`src/hdl/clhw_pkg.sv`:
```
// Shared constants, types and state records of the classifier lock and header walk block
package clhw_pkg;

  // ***********************************************************
  // Sizes
  // ***********************************************************
  localparam int LOCKS    = 4;
  localparam int LIDX_W   = 2;
  localparam int LAYERS   = 3;
  localparam int OFF_W    = 16;
  localparam int PROT_W   = 16;
  localparam int PORT_W   = 8;
  localparam int HANDLE_W = 32;
  localparam int DATA_W   = 32;
  localparam int RES_W    = 8;

  // ***********************************************************
  // Values and field positions
  // ***********************************************************
  localparam logic [PROT_W-1:0] PROT_UNKNOWN  = 16'hFFFF;
  localparam logic [OFF_W-1:0]  ALIGN_MASK    = 16'hFFFC;
  localparam logic [RES_W-1:0]  RESET_RESULT  = 8'hFF;
  localparam logic [RES_W-1:0]  RESET_STATUS  = 8'h00;
  localparam int                NXT_PROT_LSB  = 0;
  localparam int                HDR_LEN_LSB   = 16;
  localparam int                HDR_LEN_W     = 8;
  localparam logic [1:0]        L3_IDX        = 2'h0;
  localparam logic [1:0]        L4_IDX        = 2'h1;
  localparam logic [1:0]        L7_IDX        = 2'h2;
  localparam logic [PROT_W-1:0] L3_PROT_V4    = 16'h0800;
  localparam logic [PROT_W-1:0] L3_PROT_V6    = 16'h86DD;
  localparam logic [PROT_W-1:0] L4_PROT_TCP   = 16'h0006;
  localparam logic [PROT_W-1:0] L4_PROT_UDP   = 16'h0011;
  localparam logic [PROT_W-1:0] L7_PROT_WEB   = 16'h0050;
  localparam logic [PROT_W-1:0] L7_PROT_NAME  = 16'h0035;

  // ***********************************************************
  // Types
  // ***********************************************************
  typedef enum logic [1:0] {W_IDLE, W_SELECT, W_FETCH} clhw_walk_t;

  typedef struct packed {
    logic [OFF_W-1:0]  offset;
    logic [PROT_W-1:0] prot;
  } clhw_layer_t;

  typedef struct packed {
    logic [LOCKS-1:0]  req_reg;
    logic              rel_reg;
    logic [LOCKS-1:0]  pending;
    logic [LOCKS-1:0]  grant;
    logic              cur_valid;
    logic [LIDX_W-1:0] cur_idx;
    logic [LIDX_W-1:0] last_idx;
    logic              hidden;
  } clhw_arb_t;

  typedef struct packed {
    clhw_walk_t                   st;
    logic [1:0]                   lidx;
    clhw_layer_t [LAYERS-1:0]     layer;
    logic [PORT_W-1:0]            port_id;
    logic [HANDLE_W-1:0]          handle;
    logic [OFF_W-1:0]             fetch_off;
    logic [DATA_W-1:0]            key;
    logic [LAYERS-1:0]            match_start;
    logic [LAYERS-1:0]            match_reset;
    logic [LAYERS-1:0]            layer_done;
    logic [LAYERS-1:0][RES_W-1:0] result;
    logic [LAYERS-1:0][RES_W-1:0] status;
    logic                         start;
    logic                         abort;
    logic                         error;
    logic                         done_pend;
    logic                         all_done;
  } clhw_hw_t;

  typedef struct packed {
    clhw_arb_t arb;
    clhw_hw_t  walk;
  } clhw_state_t;

endpackage

```
`src/hdl/clhw_top.sv`:
```
// Lock arbiter and layer-by-layer header walker of a packet classifier
`timescale 1ns/1ns

// What this block does
// - Posted lock requests are granted one at a time in round-robin order.
// - Hidden lock is set when a walk starts, cleared by resolution release.
// - Lock 0 is taken by a request write, freed by classification release.
// - Other locks are taken by request write, freed by global release write.
// - Lock 0 request queues when busy, else becomes current with its grant flag.
// - Lock I request queues when busy, else becomes current with grant flag I.
// - Classification release grants next queued request only if hidden lock is clear.
// - Global release and resolution release grant the next queued request only if no lock, hidden included, stays held.
// - Request and release registers clear on read; requester clears grant flags.
// - Layers 3 and 4 pass offset and protocol on; layers 3, 4, 7 record them.
// - Layer 2 stage hands supplied offset and protocol to layer 3.
// - A supported protocol identifier starts the matching protocol handler.
// - Unsupported protocol: abort, layer error, reset matchers, next protocol all ones.
// - Layer reset resets busy matchers; their result is 0xFF, status 0x00.
// - Layer 2 stage pulses the start indication for every new classification.
// - Handler fetches its header, derives next layer, triggers it, launches matcher.
// - Next layer is triggered only after the header fetch has completed.
// - A layer signals done once its matcher has finished.
// - Resolution done resets busy matchers, then pulses all matches done.
// - Layer 3 offset ignores its two least significant bits.
module clhw_top (
  // Clock and reset
  input  wire logic                                      CLK_I,
  input  wire logic                                      RESET_N_I,
  // Lock requests and releases
  input  wire logic [clhw_pkg::LOCKS-1:0]                REQ_WR_I,
  input  wire logic [clhw_pkg::LOCKS-1:0]                REQ_RD_I,
  input  wire logic                                      RELEASE_WR_I,
  input  wire logic                                      RELEASE_RD_I,
  input  wire logic [clhw_pkg::LOCKS-1:0]                GRANT_CLR_I,
  input  wire logic                                      CLASSIFY_RELEASE_I,
  input  wire logic                                      RESOLUTION_RELEASE_I,
  // Lock status
  output logic      [clhw_pkg::LOCKS-1:0]                REQ_REG_O,
  output logic                                           RELEASE_REG_O,
  output logic      [clhw_pkg::LOCKS-1:0]                GRANT_FLAG_O,
  output logic                                           CURRENT_VALID_O,
  output logic      [clhw_pkg::LIDX_W-1:0]               CURRENT_IDX_O,
  output logic                                           HIDDEN_LOCK_O,
  // Walk request
  input  wire logic                                      WALK_TRIGGER_I,
  input  wire logic [clhw_pkg::HANDLE_W-1:0]             PACKET_HANDLE_I,
  input  wire logic [clhw_pkg::OFF_W-1:0]                L3_OFFSET_I,
  input  wire logic [clhw_pkg::PORT_W-1:0]               INGRESS_PORT_ID_I,
  input  wire logic [clhw_pkg::PROT_W-1:0]               L2_NEXT_PROTOCOL_I,
  input  wire logic                                      RESOLUTION_DONE_I,
  // Walk results towards the result collector
  output logic                                           START_O,
  output logic                                           ABORT_O,
  output logic                                           LAYER_ERROR_O,
  output logic                                           ALL_MATCHES_DONE_O,
  output logic                                           WALK_BUSY_O,
  output logic      [clhw_pkg::PORT_W-1:0]               INGRESS_PORT_O,
  output clhw_pkg::clhw_layer_t [clhw_pkg::LAYERS-1:0]   LAYER_INFO_O,
  output logic      [clhw_pkg::LAYERS-1:0]               LAYER_DONE_O,
  output logic      [clhw_pkg::LAYERS-1:0][7:0]          LAYER_RESULT_O,
  output logic      [clhw_pkg::LAYERS-1:0][7:0]          LAYER_STATUS_O,
  // Packet fetch channel
  output logic                                           FETCH_REQ_O,
  output logic      [clhw_pkg::HANDLE_W-1:0]             FETCH_HANDLE_O,
  output logic      [clhw_pkg::OFF_W-1:0]                FETCH_OFFSET_O,
  input  wire logic                                      FETCH_ACK_I,
  input  wire logic [clhw_pkg::DATA_W-1:0]               FETCH_DATA_I,
  // Field matchers, one per layer
  output logic      [clhw_pkg::LAYERS-1:0]               MATCH_START_O,
  output logic      [clhw_pkg::LAYERS-1:0]               MATCH_RESET_O,
  output logic      [clhw_pkg::DATA_W-1:0]               MATCH_KEY_O,
  input  wire logic [clhw_pkg::LAYERS-1:0]               MATCH_DONE_I,
  input  wire logic [clhw_pkg::LAYERS-1:0][7:0]          MATCH_RESULT_I,
  input  wire logic [clhw_pkg::LAYERS-1:0][7:0]          MATCH_STATUS_I
);

  // ***********************************************************
  // Helpers
  // ***********************************************************
  // Returns {found, index}; the nearest pending index after last wins
  function automatic logic [clhw_pkg::LIDX_W:0] rr_pick(
    input logic [clhw_pkg::LOCKS-1:0]  p,
    input logic [clhw_pkg::LIDX_W-1:0] last
  );
    logic [clhw_pkg::LIDX_W:0]   res;
    logic [clhw_pkg::LIDX_W-1:0] j;
    res = '0;
    // Counting down leaves the nearest hit written last
    for (int i = clhw_pkg::LOCKS; i >= 1; i--) begin
      j = last + clhw_pkg::LIDX_W'(i);
      if (p[j]) begin
        res = {1'b1, j};
      end
    end
    return res;
  endfunction

  function automatic logic prot_known(
    input logic [1:0]                  lyr,
    input logic [clhw_pkg::PROT_W-1:0] pr
  );
    logic ok;
    case (lyr)
      clhw_pkg::L3_IDX: ok = (pr == clhw_pkg::L3_PROT_V4) || (pr == clhw_pkg::L3_PROT_V6);
      clhw_pkg::L4_IDX: ok = (pr == clhw_pkg::L4_PROT_TCP) || (pr == clhw_pkg::L4_PROT_UDP);
      clhw_pkg::L7_IDX: ok = (pr == clhw_pkg::L7_PROT_WEB) || (pr == clhw_pkg::L7_PROT_NAME);
      default:          ok = 1'b0;
    endcase
    return ok;
  endfunction

  // ***********************************************************
  // State
  // ***********************************************************
  clhw_pkg::clhw_state_t s_r;
  clhw_pkg::clhw_state_t s_nxt;

  always_comb begin
    logic [clhw_pkg::LIDX_W:0]    pick;
    logic                         busy;
    logic                         layer_rst;
    logic [clhw_pkg::HDR_LEN_W-1:0] hlen;

    pick      = '0;
    busy      = 1'b0;
    layer_rst = 1'b0;
    hlen      = '0;
    s_nxt     = s_r;
    s_nxt.walk.start       = 1'b0;
    s_nxt.walk.abort       = 1'b0;
    s_nxt.walk.match_reset = '0;

    // ---------------- Lock arbiter ----------------
    // clear on read, a new write wins
    s_nxt.arb.req_reg = (s_r.arb.req_reg & ~REQ_RD_I) | REQ_WR_I;
    s_nxt.arb.rel_reg = (s_r.arb.rel_reg & ~RELEASE_RD_I) | RELEASE_WR_I;
    s_nxt.arb.grant   = s_r.arb.grant & ~GRANT_CLR_I;
    // requests queue first, then are served if idle
    s_nxt.arb.pending = s_r.arb.pending | REQ_WR_I;
    if (CLASSIFY_RELEASE_I && s_r.arb.cur_valid && s_r.arb.cur_idx == '0) begin
      s_nxt.arb.cur_valid = 1'b0;
    end
    // global release frees a configuration lock
    if (RELEASE_WR_I && s_r.arb.cur_valid && s_r.arb.cur_idx != '0) begin
      s_nxt.arb.cur_valid = 1'b0;
    end
    // hidden lock, set wins over release
    if (RESOLUTION_RELEASE_I) begin
      s_nxt.arb.hidden = 1'b0;
    end
    if (WALK_TRIGGER_I && s_r.walk.st == clhw_pkg::W_IDLE) begin
      s_nxt.arb.hidden = 1'b1;
    end
    // serve next only when nothing, hidden included, holds
    busy = s_nxt.arb.cur_valid || s_nxt.arb.hidden;
    pick = rr_pick(s_nxt.arb.pending, s_r.arb.last_idx);
    if (!busy && pick[clhw_pkg::LIDX_W]) begin
      s_nxt.arb.cur_valid = 1'b1;
      s_nxt.arb.cur_idx   = pick[clhw_pkg::LIDX_W-1:0];
      s_nxt.arb.last_idx  = pick[clhw_pkg::LIDX_W-1:0];
      s_nxt.arb.pending[pick[clhw_pkg::LIDX_W-1:0]] = 1'b0;
      s_nxt.arb.grant[pick[clhw_pkg::LIDX_W-1:0]]   = 1'b1;
    end

    // ---------------- Matcher completion ----------------
    for (int l = 0; l < clhw_pkg::LAYERS; l++) begin
      // per-layer done once its matcher finishes
      if (s_r.walk.match_start[l] && MATCH_DONE_I[l]) begin
        s_nxt.walk.match_start[l] = 1'b0;
        s_nxt.walk.layer_done[l]  = 1'b1;
        s_nxt.walk.result[l]      = MATCH_RESULT_I[l];
        s_nxt.walk.status[l]      = MATCH_STATUS_I[l];
      end
    end

    // ---------------- Header walker ----------------
    case (s_r.walk.st)
      clhw_pkg::W_IDLE: begin
        if (WALK_TRIGGER_I) begin
          s_nxt.walk.start      = 1'b1;
          s_nxt.walk.error      = 1'b0;
          // A new walk drops stale done flags
          s_nxt.walk.layer_done = '0;
          s_nxt.walk.port_id    = INGRESS_PORT_ID_I;
          s_nxt.walk.handle     = PACKET_HANDLE_I;
          for (int l = 1; l < clhw_pkg::LAYERS; l++) begin
            s_nxt.walk.layer[l] = '{offset: '0, prot: clhw_pkg::PROT_UNKNOWN};
          end
          // layer 3 gets aligned offset and protocol
          s_nxt.walk.layer[0].offset = L3_OFFSET_I & clhw_pkg::ALIGN_MASK;
          s_nxt.walk.layer[0].prot   = L2_NEXT_PROTOCOL_I;
          s_nxt.walk.lidx            = clhw_pkg::L3_IDX;
          s_nxt.walk.st              = clhw_pkg::W_SELECT;
        end
      end
      clhw_pkg::W_SELECT: begin
        if (prot_known(s_r.walk.lidx, s_r.walk.layer[s_r.walk.lidx].prot)) begin
          s_nxt.walk.fetch_off = s_r.walk.layer[s_r.walk.lidx].offset;
          s_nxt.walk.st        = clhw_pkg::W_FETCH;
        end else begin
          // abort and spread the error onward
          s_nxt.walk.abort = 1'b1;
          s_nxt.walk.error = 1'b1;
          layer_rst        = 1'b1;
          if (s_r.walk.lidx != clhw_pkg::L7_IDX) begin
            s_nxt.walk.layer[s_r.walk.lidx + 2'h1].prot = clhw_pkg::PROT_UNKNOWN;
          end
          s_nxt.walk.st = clhw_pkg::W_IDLE;
        end
      end
      clhw_pkg::W_FETCH: begin
        // next layer only after the fetch returns
        if (FETCH_ACK_I) begin
          // launch matcher and derive next layer
          s_nxt.walk.key                         = FETCH_DATA_I;
          s_nxt.walk.match_start[s_r.walk.lidx]  = 1'b1;
          hlen = FETCH_DATA_I[clhw_pkg::HDR_LEN_LSB +: clhw_pkg::HDR_LEN_W];
          if (s_r.walk.lidx != clhw_pkg::L7_IDX) begin
            // forward offset and protocol to the next layer
            s_nxt.walk.layer[s_r.walk.lidx + 2'h1].offset =
              s_r.walk.fetch_off + {6'h00, hlen, 2'b00};
            s_nxt.walk.layer[s_r.walk.lidx + 2'h1].prot =
              FETCH_DATA_I[clhw_pkg::NXT_PROT_LSB +: clhw_pkg::PROT_W];
            s_nxt.walk.lidx = s_r.walk.lidx + 2'h1;
            s_nxt.walk.st   = clhw_pkg::W_SELECT;
          end else begin
            s_nxt.walk.st = clhw_pkg::W_IDLE;
          end
        end
      end
      default: begin
        s_nxt.walk.st = clhw_pkg::W_IDLE;
      end
    endcase

    // resolution done resets matchers, done follows a cycle later
    if (RESOLUTION_DONE_I) begin
      layer_rst = 1'b1;
    end
    s_nxt.walk.all_done  = s_r.walk.done_pend;
    s_nxt.walk.done_pend = RESOLUTION_DONE_I;

    // reset busy matchers, forcing no-match values
    if (layer_rst) begin
      for (int l = 0; l < clhw_pkg::LAYERS; l++) begin
        if (s_nxt.walk.match_start[l]) begin
          s_nxt.walk.match_reset[l] = 1'b1;
          s_nxt.walk.match_start[l] = 1'b0;
          s_nxt.walk.result[l]      = clhw_pkg::RESET_RESULT;
          s_nxt.walk.status[l]      = clhw_pkg::RESET_STATUS;
        end
      end
    end
  end

  always_ff @(posedge CLK_I or negedge RESET_N_I) begin
    if (!RESET_N_I) begin
      s_r         <= '0;
      s_r.walk.st <= clhw_pkg::W_IDLE;
    end else begin
      s_r <= s_nxt;
    end
  end

  // ***********************************************************
  // Outputs
  // ***********************************************************
  assign REQ_REG_O          = s_r.arb.req_reg;
  assign RELEASE_REG_O      = s_r.arb.rel_reg;
  assign GRANT_FLAG_O       = s_r.arb.grant;
  assign CURRENT_VALID_O    = s_r.arb.cur_valid;
  assign CURRENT_IDX_O      = s_r.arb.cur_idx;
  assign HIDDEN_LOCK_O      = s_r.arb.hidden;
  assign START_O            = s_r.walk.start;
  assign ABORT_O            = s_r.walk.abort;
  assign LAYER_ERROR_O      = s_r.walk.error;
  assign ALL_MATCHES_DONE_O = s_r.walk.all_done;
  assign WALK_BUSY_O        = (s_r.walk.st != clhw_pkg::W_IDLE);
  assign INGRESS_PORT_O     = s_r.walk.port_id;
  assign LAYER_INFO_O       = s_r.walk.layer;
  assign LAYER_DONE_O       = s_r.walk.layer_done;
  assign LAYER_RESULT_O     = s_r.walk.result;
  assign LAYER_STATUS_O     = s_r.walk.status;
  assign FETCH_REQ_O        = (s_r.walk.st == clhw_pkg::W_FETCH);
  assign FETCH_HANDLE_O     = s_r.walk.handle;
  assign FETCH_OFFSET_O     = s_r.walk.fetch_off;
  assign MATCH_START_O      = s_r.walk.match_start;
  assign MATCH_RESET_O      = s_r.walk.match_reset;
  assign MATCH_KEY_O        = s_r.walk.key;

endmodule

```
`config.mk`:
```
export PLATFORM = sky130hd
export DESIGN_NAME = clhw_top
export DESIGN_NICKNAME = d
export VERILOG_FILES = /design/src/hdl/clhw_pkg.sv /design/src/hdl/clhw_top.sv
export SDC_FILE = /design/constraint.sdc
export NUM_CORES = 1
export LEC_CHECK = 0
export BUFFER_PORTS_ARGS = -buffer_cell sky130_fd_sc_hd__buf_2
export CAP_MARGIN = 20
export CORE_MARGIN = 2
export CORE_UTILIZATION = 48
export DETAILED_ROUTE_END_ITERATION = 10
export PLACE_DENSITY = 0.85
export SETUP_SLACK_MARGIN = 0.15
export SLEW_MARGIN = 10
export SYNTH_ARGS = -nofsm -noshare
export SYNTH_HDL_FRONTEND = slang
export SYNTH_SLANG_ARGS = --single-unit
```
`constraint.sdc`:
```
create_clock -name CLK_I -period 3 [get_ports CLK_I]
set_input_delay 0.9 -clock CLK_I [delete_from_list [all_inputs] [get_ports CLK_I]]
set_output_delay 0.9 -clock CLK_I [all_outputs]
set_load 0.03 [all_outputs]
```
**Yosys cells after proc, flatten, opt, wreduce, memory -nomap -nowiden**

Index checks and enable logic that the tools add are counted.
Widths: inputs -> output; s select.

- Multiplexer cells: 78
- $add $sub $neg: 5
- Equal/unequal tests: 16
- Magnitude comparators: 10
- Bitwise gates (word level): 13
- Reductions and logical operators: 32

Operator list:

| cell | number |
|---|---|
| $bwmux 96 | 3 |
| $pmux 96 s3 | 1 |
| $mux 96 | 2 |
| $mux 140 | 1 |
| $demux 32 s2 | 2 |
| $mux 100 | 1 |
| $mux 98 | 1 |
| $mux 8 | 12 |
| $bmux 32 s2 | 1 |
| $mux 32 | 2 |
| $mux 48 | 1 |
| $mux 1 | 28 |
| $mux 3 | 8 |
| $lt 2x3->1 const B | 7 |
| $add 16x10->16 | 1 |
| $eq 16x12->1 const B | 1 |
| $eq 16x16->1 const B | 1 |
| $eq 16x3->1 const B | 1 |
| $eq 16x5->1 const B | 1 |
| $eq 16x6->1 const B | 1 |
| $eq 16x7->1 const B | 1 |
| $mux 16 | 1 |
| $mux 13 | 1 |
| $and 4x4->4 | 3 |
| other kinds (31) | 72 |

- Output and inout port bits: 260
- Word-level logic and storage cells: 187
- Register bits after elaboration: 267
- Input bits: 176

**Logic depth before layout (Yosys ltp)**

- Word-level depth: 14
- Mapped depth: 15
- Depth with buffers taken out: 11

**Worst setup path before layout**

No wires, ideal clock.

- Path type: flip-flop to flip-flop
- Start point: reg s_r[247] in the netlist's numbering
- End point: reg s_r, in the netlist FETCH_OFFSET_O[10]
- Setup time: 0.125 ns
- Arrival time: 3.140 ns
- Data required time: 2.875 ns
- Clock period less this slack: 3.265 ns
- Buffers on the path: 7
- Path slack: -0.265 ns
- Cell stages (with the launch flop): 15
- Cells stage by stage: dfrtp_1 > buf_4 > buf_4 > buf_1 > buf_1 > inv_1 > ha_1 > clkbuf_1 > o211ai_1 > a21o_1 > and2_1 > nand2b_4 > buf_6 > buf_6 > mux2_4

- Longest elaborated chain between the ends: 7
- Elaborated cells between the ends (all ways): 17
- Classes of those cells: 8 x eq/ne; 4 x mux; 5 x reduce/logical

RTL lines:

| what | line | text |
|---|---|---|
| from (decl) | clhw_top.sv:115 | `clhw_pkg::clhw_state_t s_r;` |
| from (signal assigned) | clhw_top.sv:261 | `s_r <= s_nxt;` |
| $bmux 32 s2 | clhw_top.sv:197, clhw_top.sv:198 |  |
| $mux 32 (implied by the code) | clhw_top.sv:198 | `s_nxt.walk.fetch_off = s_r.walk.layer[s_r.walk.lidx].offset;` |
| $eq 16x7->1, or another cell as far along | clhw_top.sv:106 | `clhw_pkg::L7_IDX: ok = (pr == clhw_pkg::L7_PROT_WEB) \|\| (pr == clhw_pkg::L7_PROT_NAME);` |
| $logic_or 1x1->1, on equally long branches | clhw_top.sv:106, clhw_top.sv:104, clhw_top.sv:105 |  |
| $pmux 1 s3 | clhw_top.sv:103 | `case (lyr)` |
| $mux 1 | clhw_top.sv:177 | `case (s_r.walk.st)` |
| $reduce_and 2->1 (no line) | n/a |  |

Several ways; a longest one is shown, not always the timed one. The select of a mux whose other input is x is not followed.
A chain may end at the register's enable or synchronous reset.

==> metrics.md <==
| Metric | Value |
|---|---|
| CTS H-Tree Depth | `1` |
| Critical Path Start Type | `register` |
| Unrepaired setup endpoints after global routing | `yes` |
| Worst r2r src | `s_r[247]` |
| DIE WIDTH | `180 µm` |
| Run status | `finished clean` |
| Routing usage on met1 | `34.3%` |
| Initial antenna violation count | `0` |
| HPWL after DPL | `31600 µm` |
| Clock-pin slew on the worst setup and hold paths | `0.06 ns` |
| Largest net degree at the start of global routing | `81` |
| Routed Antenna Nets | `0` |
| Gr usage total | `26.4%` |
| Met2 usage | `44.5%` |
| Yosys warnings | `0` |
| Pre-CTS setup slack | `-0.145 ns` |
| CTS tree | `built` |
| Syn Inst Count | `1503` |
| WL final | `45000 µm` |
| Worst r2r dst | `LAYER_RESULT_O[23]` |
| Clk Latency, worst-skew pair | `0.55 ns` |
| Final Hold Vio Count | `0` |
| Hold Crit Class | `in -> async` |
| Final Cycle Share | `96.2%` |
| Drt drc | `0` |
| Clock sink count | `267` |
| Initial Util | `48.6%` |
| Syn_area_per_cell | `9.84 µm²` |
| #FFs+latches synth | `267` |
| Longest Clk Path Bufs | `3` |
| Core area | `30400 µm²` |
| CTS buffer count | `29` |
| Post-synth EDFFs | `0` |
| Worst EP required | `3.41 ns` |
| Vias in the first global route | `12100` |
| Placed insts | `2049` |
| # port buffers | `433` |
| CTS root buf | `clkbuf_16` |
| Slew headroom | `38.4%` |
| Endpoints failing setup | `0` |
| Power Dens Cells | `859 nW/µm²` |
| P&R area growth vs syn | `15.8%` |
| Final worst setup slack | `0.114 ns` |
| Vias | `12400` |
| Crit path DAT | `3.29 ns` |
| Die height | `180 µm` |
| Final nets | `1892` |
| GPL Wtd Cong | `0.946` |
| Reg2reg path depth | `11` |
| # rows | `64` |
| Final Total Pwr | `14.7 mW` |
| Critical Path Fanout Max | `8` |
| GRT Max-Usage Layer | `met2` |
| # IOs | `436` |
| Pins Over Slew Limit | `0` |
| Fin area | `17100 µm²` |
| Util after Layout | `56.3%` |
| Hold buffer count at CTS | `0` |
| Yosys cell types | `66` |
| M3 GR Usage | `5.27%` |
| Antenna diodes | `0` |
| Placed Area | `15700 µm²` |
| Post-synthesis sequential area ratio | `45.2%` |
| Crit path launch | `s_r[247]` |
| Iteration-0 DRC Markers | `1098` |
| Syn_nets | `1697` |
| Worst Max-Slew Pin Slew | `0.914 ns` |
| Drt wl/cell | `21.3 µm` |
| R2R Setup Slk | `0.11 ns` |
| Drt first pass iters | `6` |
| Lkg Pwr | `8.43 nW` |
| Minimum clock period | `2.89 ns` |
| Layout cells sized above 1 | `41.3%` |
| Max-cap viol count | `0` |
| Synth Flop Type | `dfrtp_1` |
| Synthesized cell area | `14800 µm²` |
| Final Non-Filler Cells | `2111` |
| Overflow after GRT | `0` |
| Worst-case clock skew | `0.0261 ns` |
| Setup CP Type | `reg -> reg` |
| Die Footprint | `32200 µm²` |
| Max VDD drop | `545 µV` |
| Via/cell ratio | `5.89` |
| Critical path endpoint category | `register` |
| First-pass GRT wire length | `68700 µm` |
| Fmax | `0.347 GHz` |
| Asr flop ratio synth | `100%` |
[flip-flops by register name, summed over array words and instances, names as in the netlist]
| register | flops |
|---|---|
| ABORT_O | 1 |
| ALL_MATCHES_DONE_O | 1 |
| CURRENT_VALID_O | 1 |
| FETCH_HANDLE_O | 32 |
| FETCH_OFFSET_O | 16 |
| GRANT_FLAG_O | 4 |
| HIDDEN_LOCK_O | 1 |
| INGRESS_PORT_O | 8 |
| LAYER_DONE_O | 3 |
| LAYER_ERROR_O | 1 |
| LAYER_INFO_O | 96 |
| LAYER_RESULT_O | 24 |
| LAYER_STATUS_O | 24 |
| MATCH_KEY_O | 32 |
| MATCH_RESET_O | 3 |
| MATCH_START_O | 3 |
| RELEASE_REG_O | 1 |
| REQ_REG_O | 4 |
| START_O | 1 |
| s_nxt | 1 |
| s_r | 10 |
[Yosys cell counts (6+ instances only)]
| cell type | n | area share [%] |
|---|---|---|
| mux2_2 | 83 | 6.3 |
| a22o_1 | 7 | 0.41 |
| a32o_1 | 9 | 0.61 |
| nand3_1 | 56 | 1.9 |
| o2bb2ai_1 | 36 | 2.1 |
| a222oi_1 | 6 | 0.41 |
| buf_1 | 10 | 0.25 |
| buf_4 | 255 | 13 |
| a21o_1 | 12 | 0.61 |
| a31oi_1 | 10 | 0.42 |
| mux2i_1 | 29 | 2.0 |
| a221oi_1 | 8 | 0.47 |
| dfrtp_1 | 267 | 45 |
| nand2_1 | 109 | 2.8 |
| nor3_1 | 34 | 1.2 |
| xnor2_1 | 9 | 0.53 |
| inv_1 | 32 | 0.81 |
| o221ai_1 | 25 | 1.5 |
| a21oi_1 | 71 | 2.4 |
| mux2_4 | 8 | 0.81 |
| a211oi_1 | 33 | 1.7 |
| buf_2 | 11 | 0.37 |
| o21ai_0 | 100 | 3.4 |
| a22oi_1 | 6 | 0.30 |
| clkbuf_1 | 60 | 1.5 |
| nor2_1 | 99 | 2.5 |
| nor2b_1 | 14 | 0.59 |
| ha_1 | 17 | 1.4 |
[worst max path at each step]
stage / cells after the start / endpoint
2_1_floorplan: 14 / FETCH_OFFSET_O[10]
3_3_place_gp: 12 / LAYER_INFO_O[30]
3_5_place_dp: 12 / LAYER_INFO_O[30]
4_1_cts: 9 / LAYER_INFO_O[55]
5_1_grt: 11 / LAYER_INFO_O[59]
6_report: 11 / LAYER_RESULT_O[23]
[logic make-up (layout without fill, tap and decap cells)]
group           after synthesis  in the layout  synth area share (%)
mux                         120            120                  9.10
buf+inv                     378            588                  16.4
xor+xnor                     12             12                 0.711
fa+ha+maj                    18             18                  1.57
flops                       267            267                  45.2
simple gates                354            356                  11.0
compound gates              354            354                  16.0
[cell usage in the layout (no fill, tap or decap), types with 9 or more instances in the layout]
cell type  instances
a21oi_1           71
dfrtp_1          265
a21o_1            12
o221ai_1          25
inv_1             32
nand2_1          107
a211oi_1          33
nand3_1           51
buf_4             54
nor3_2            18
clkbuf_16         30
nor2_1            99
xnor2_1            9
a32o_1             9
ha_1              16
mux2_2            83
mux2i_1           25
nor2b_1           13
nor3_1             9
buf_2            432
o2bb2ai_1         33
o21ai_0          100
[layout make-up]
class                           count  area (µm²)
Clock buffer                       41         811
Timing Repair Buffer              503        2830
Sequential cell                   267        6680
Tap cell                          396         495
Inverter                           37         156
Fill cell                        2553       13300
Multi-Input combinational cell    860        6070
Clock inverter                      7        68.8
[critical path: stages (launching register included)]
cell      delay (ns)
dfrtp_2         0.50
buf_6           0.17
mux2_2          0.24
a22oi_2         0.08
or4_4           0.54
nor3_4          0.22
o211ai_1        0.17
buf_4           0.18
a31o_4          0.29
nand2b_4        0.12
buf_6           0.14
nand3_1         0.08
[power by group]
group,switching (mW),total (mW),internal [mW]
registers,0.825,5.28,4.45
logic,4.01,6.06,2.05
clock network,1.43,3.38,1.95
[through the flow]
step	hold WS (ns)	setup TNS, ns
2_1_floorplan	0.331	0
3_3_place_gp	0.374	-0.232
3_5_place_dp	0.378	-0.312
4_1_cts	0.244	0
5_1_grt	0.255	0
6_report	0.245	0
[timing repair]
item,in CTS,in global routing
endpoints found under the setup margin,101,154
buffers inserted,3,8
gates resized for setup,13,78
pin swaps,2,22
gates cloned,2,1
[per-layer routing]
metal | wire, µm | share of wire [%]
met1 | 17200 | 38
met2 | 22000 | 49
met3 | 4370 | 9.7
met4 | 1380 | 3.1
met5 | 0 | 0
Note: power is estimated with default switching activity, not from simulation.
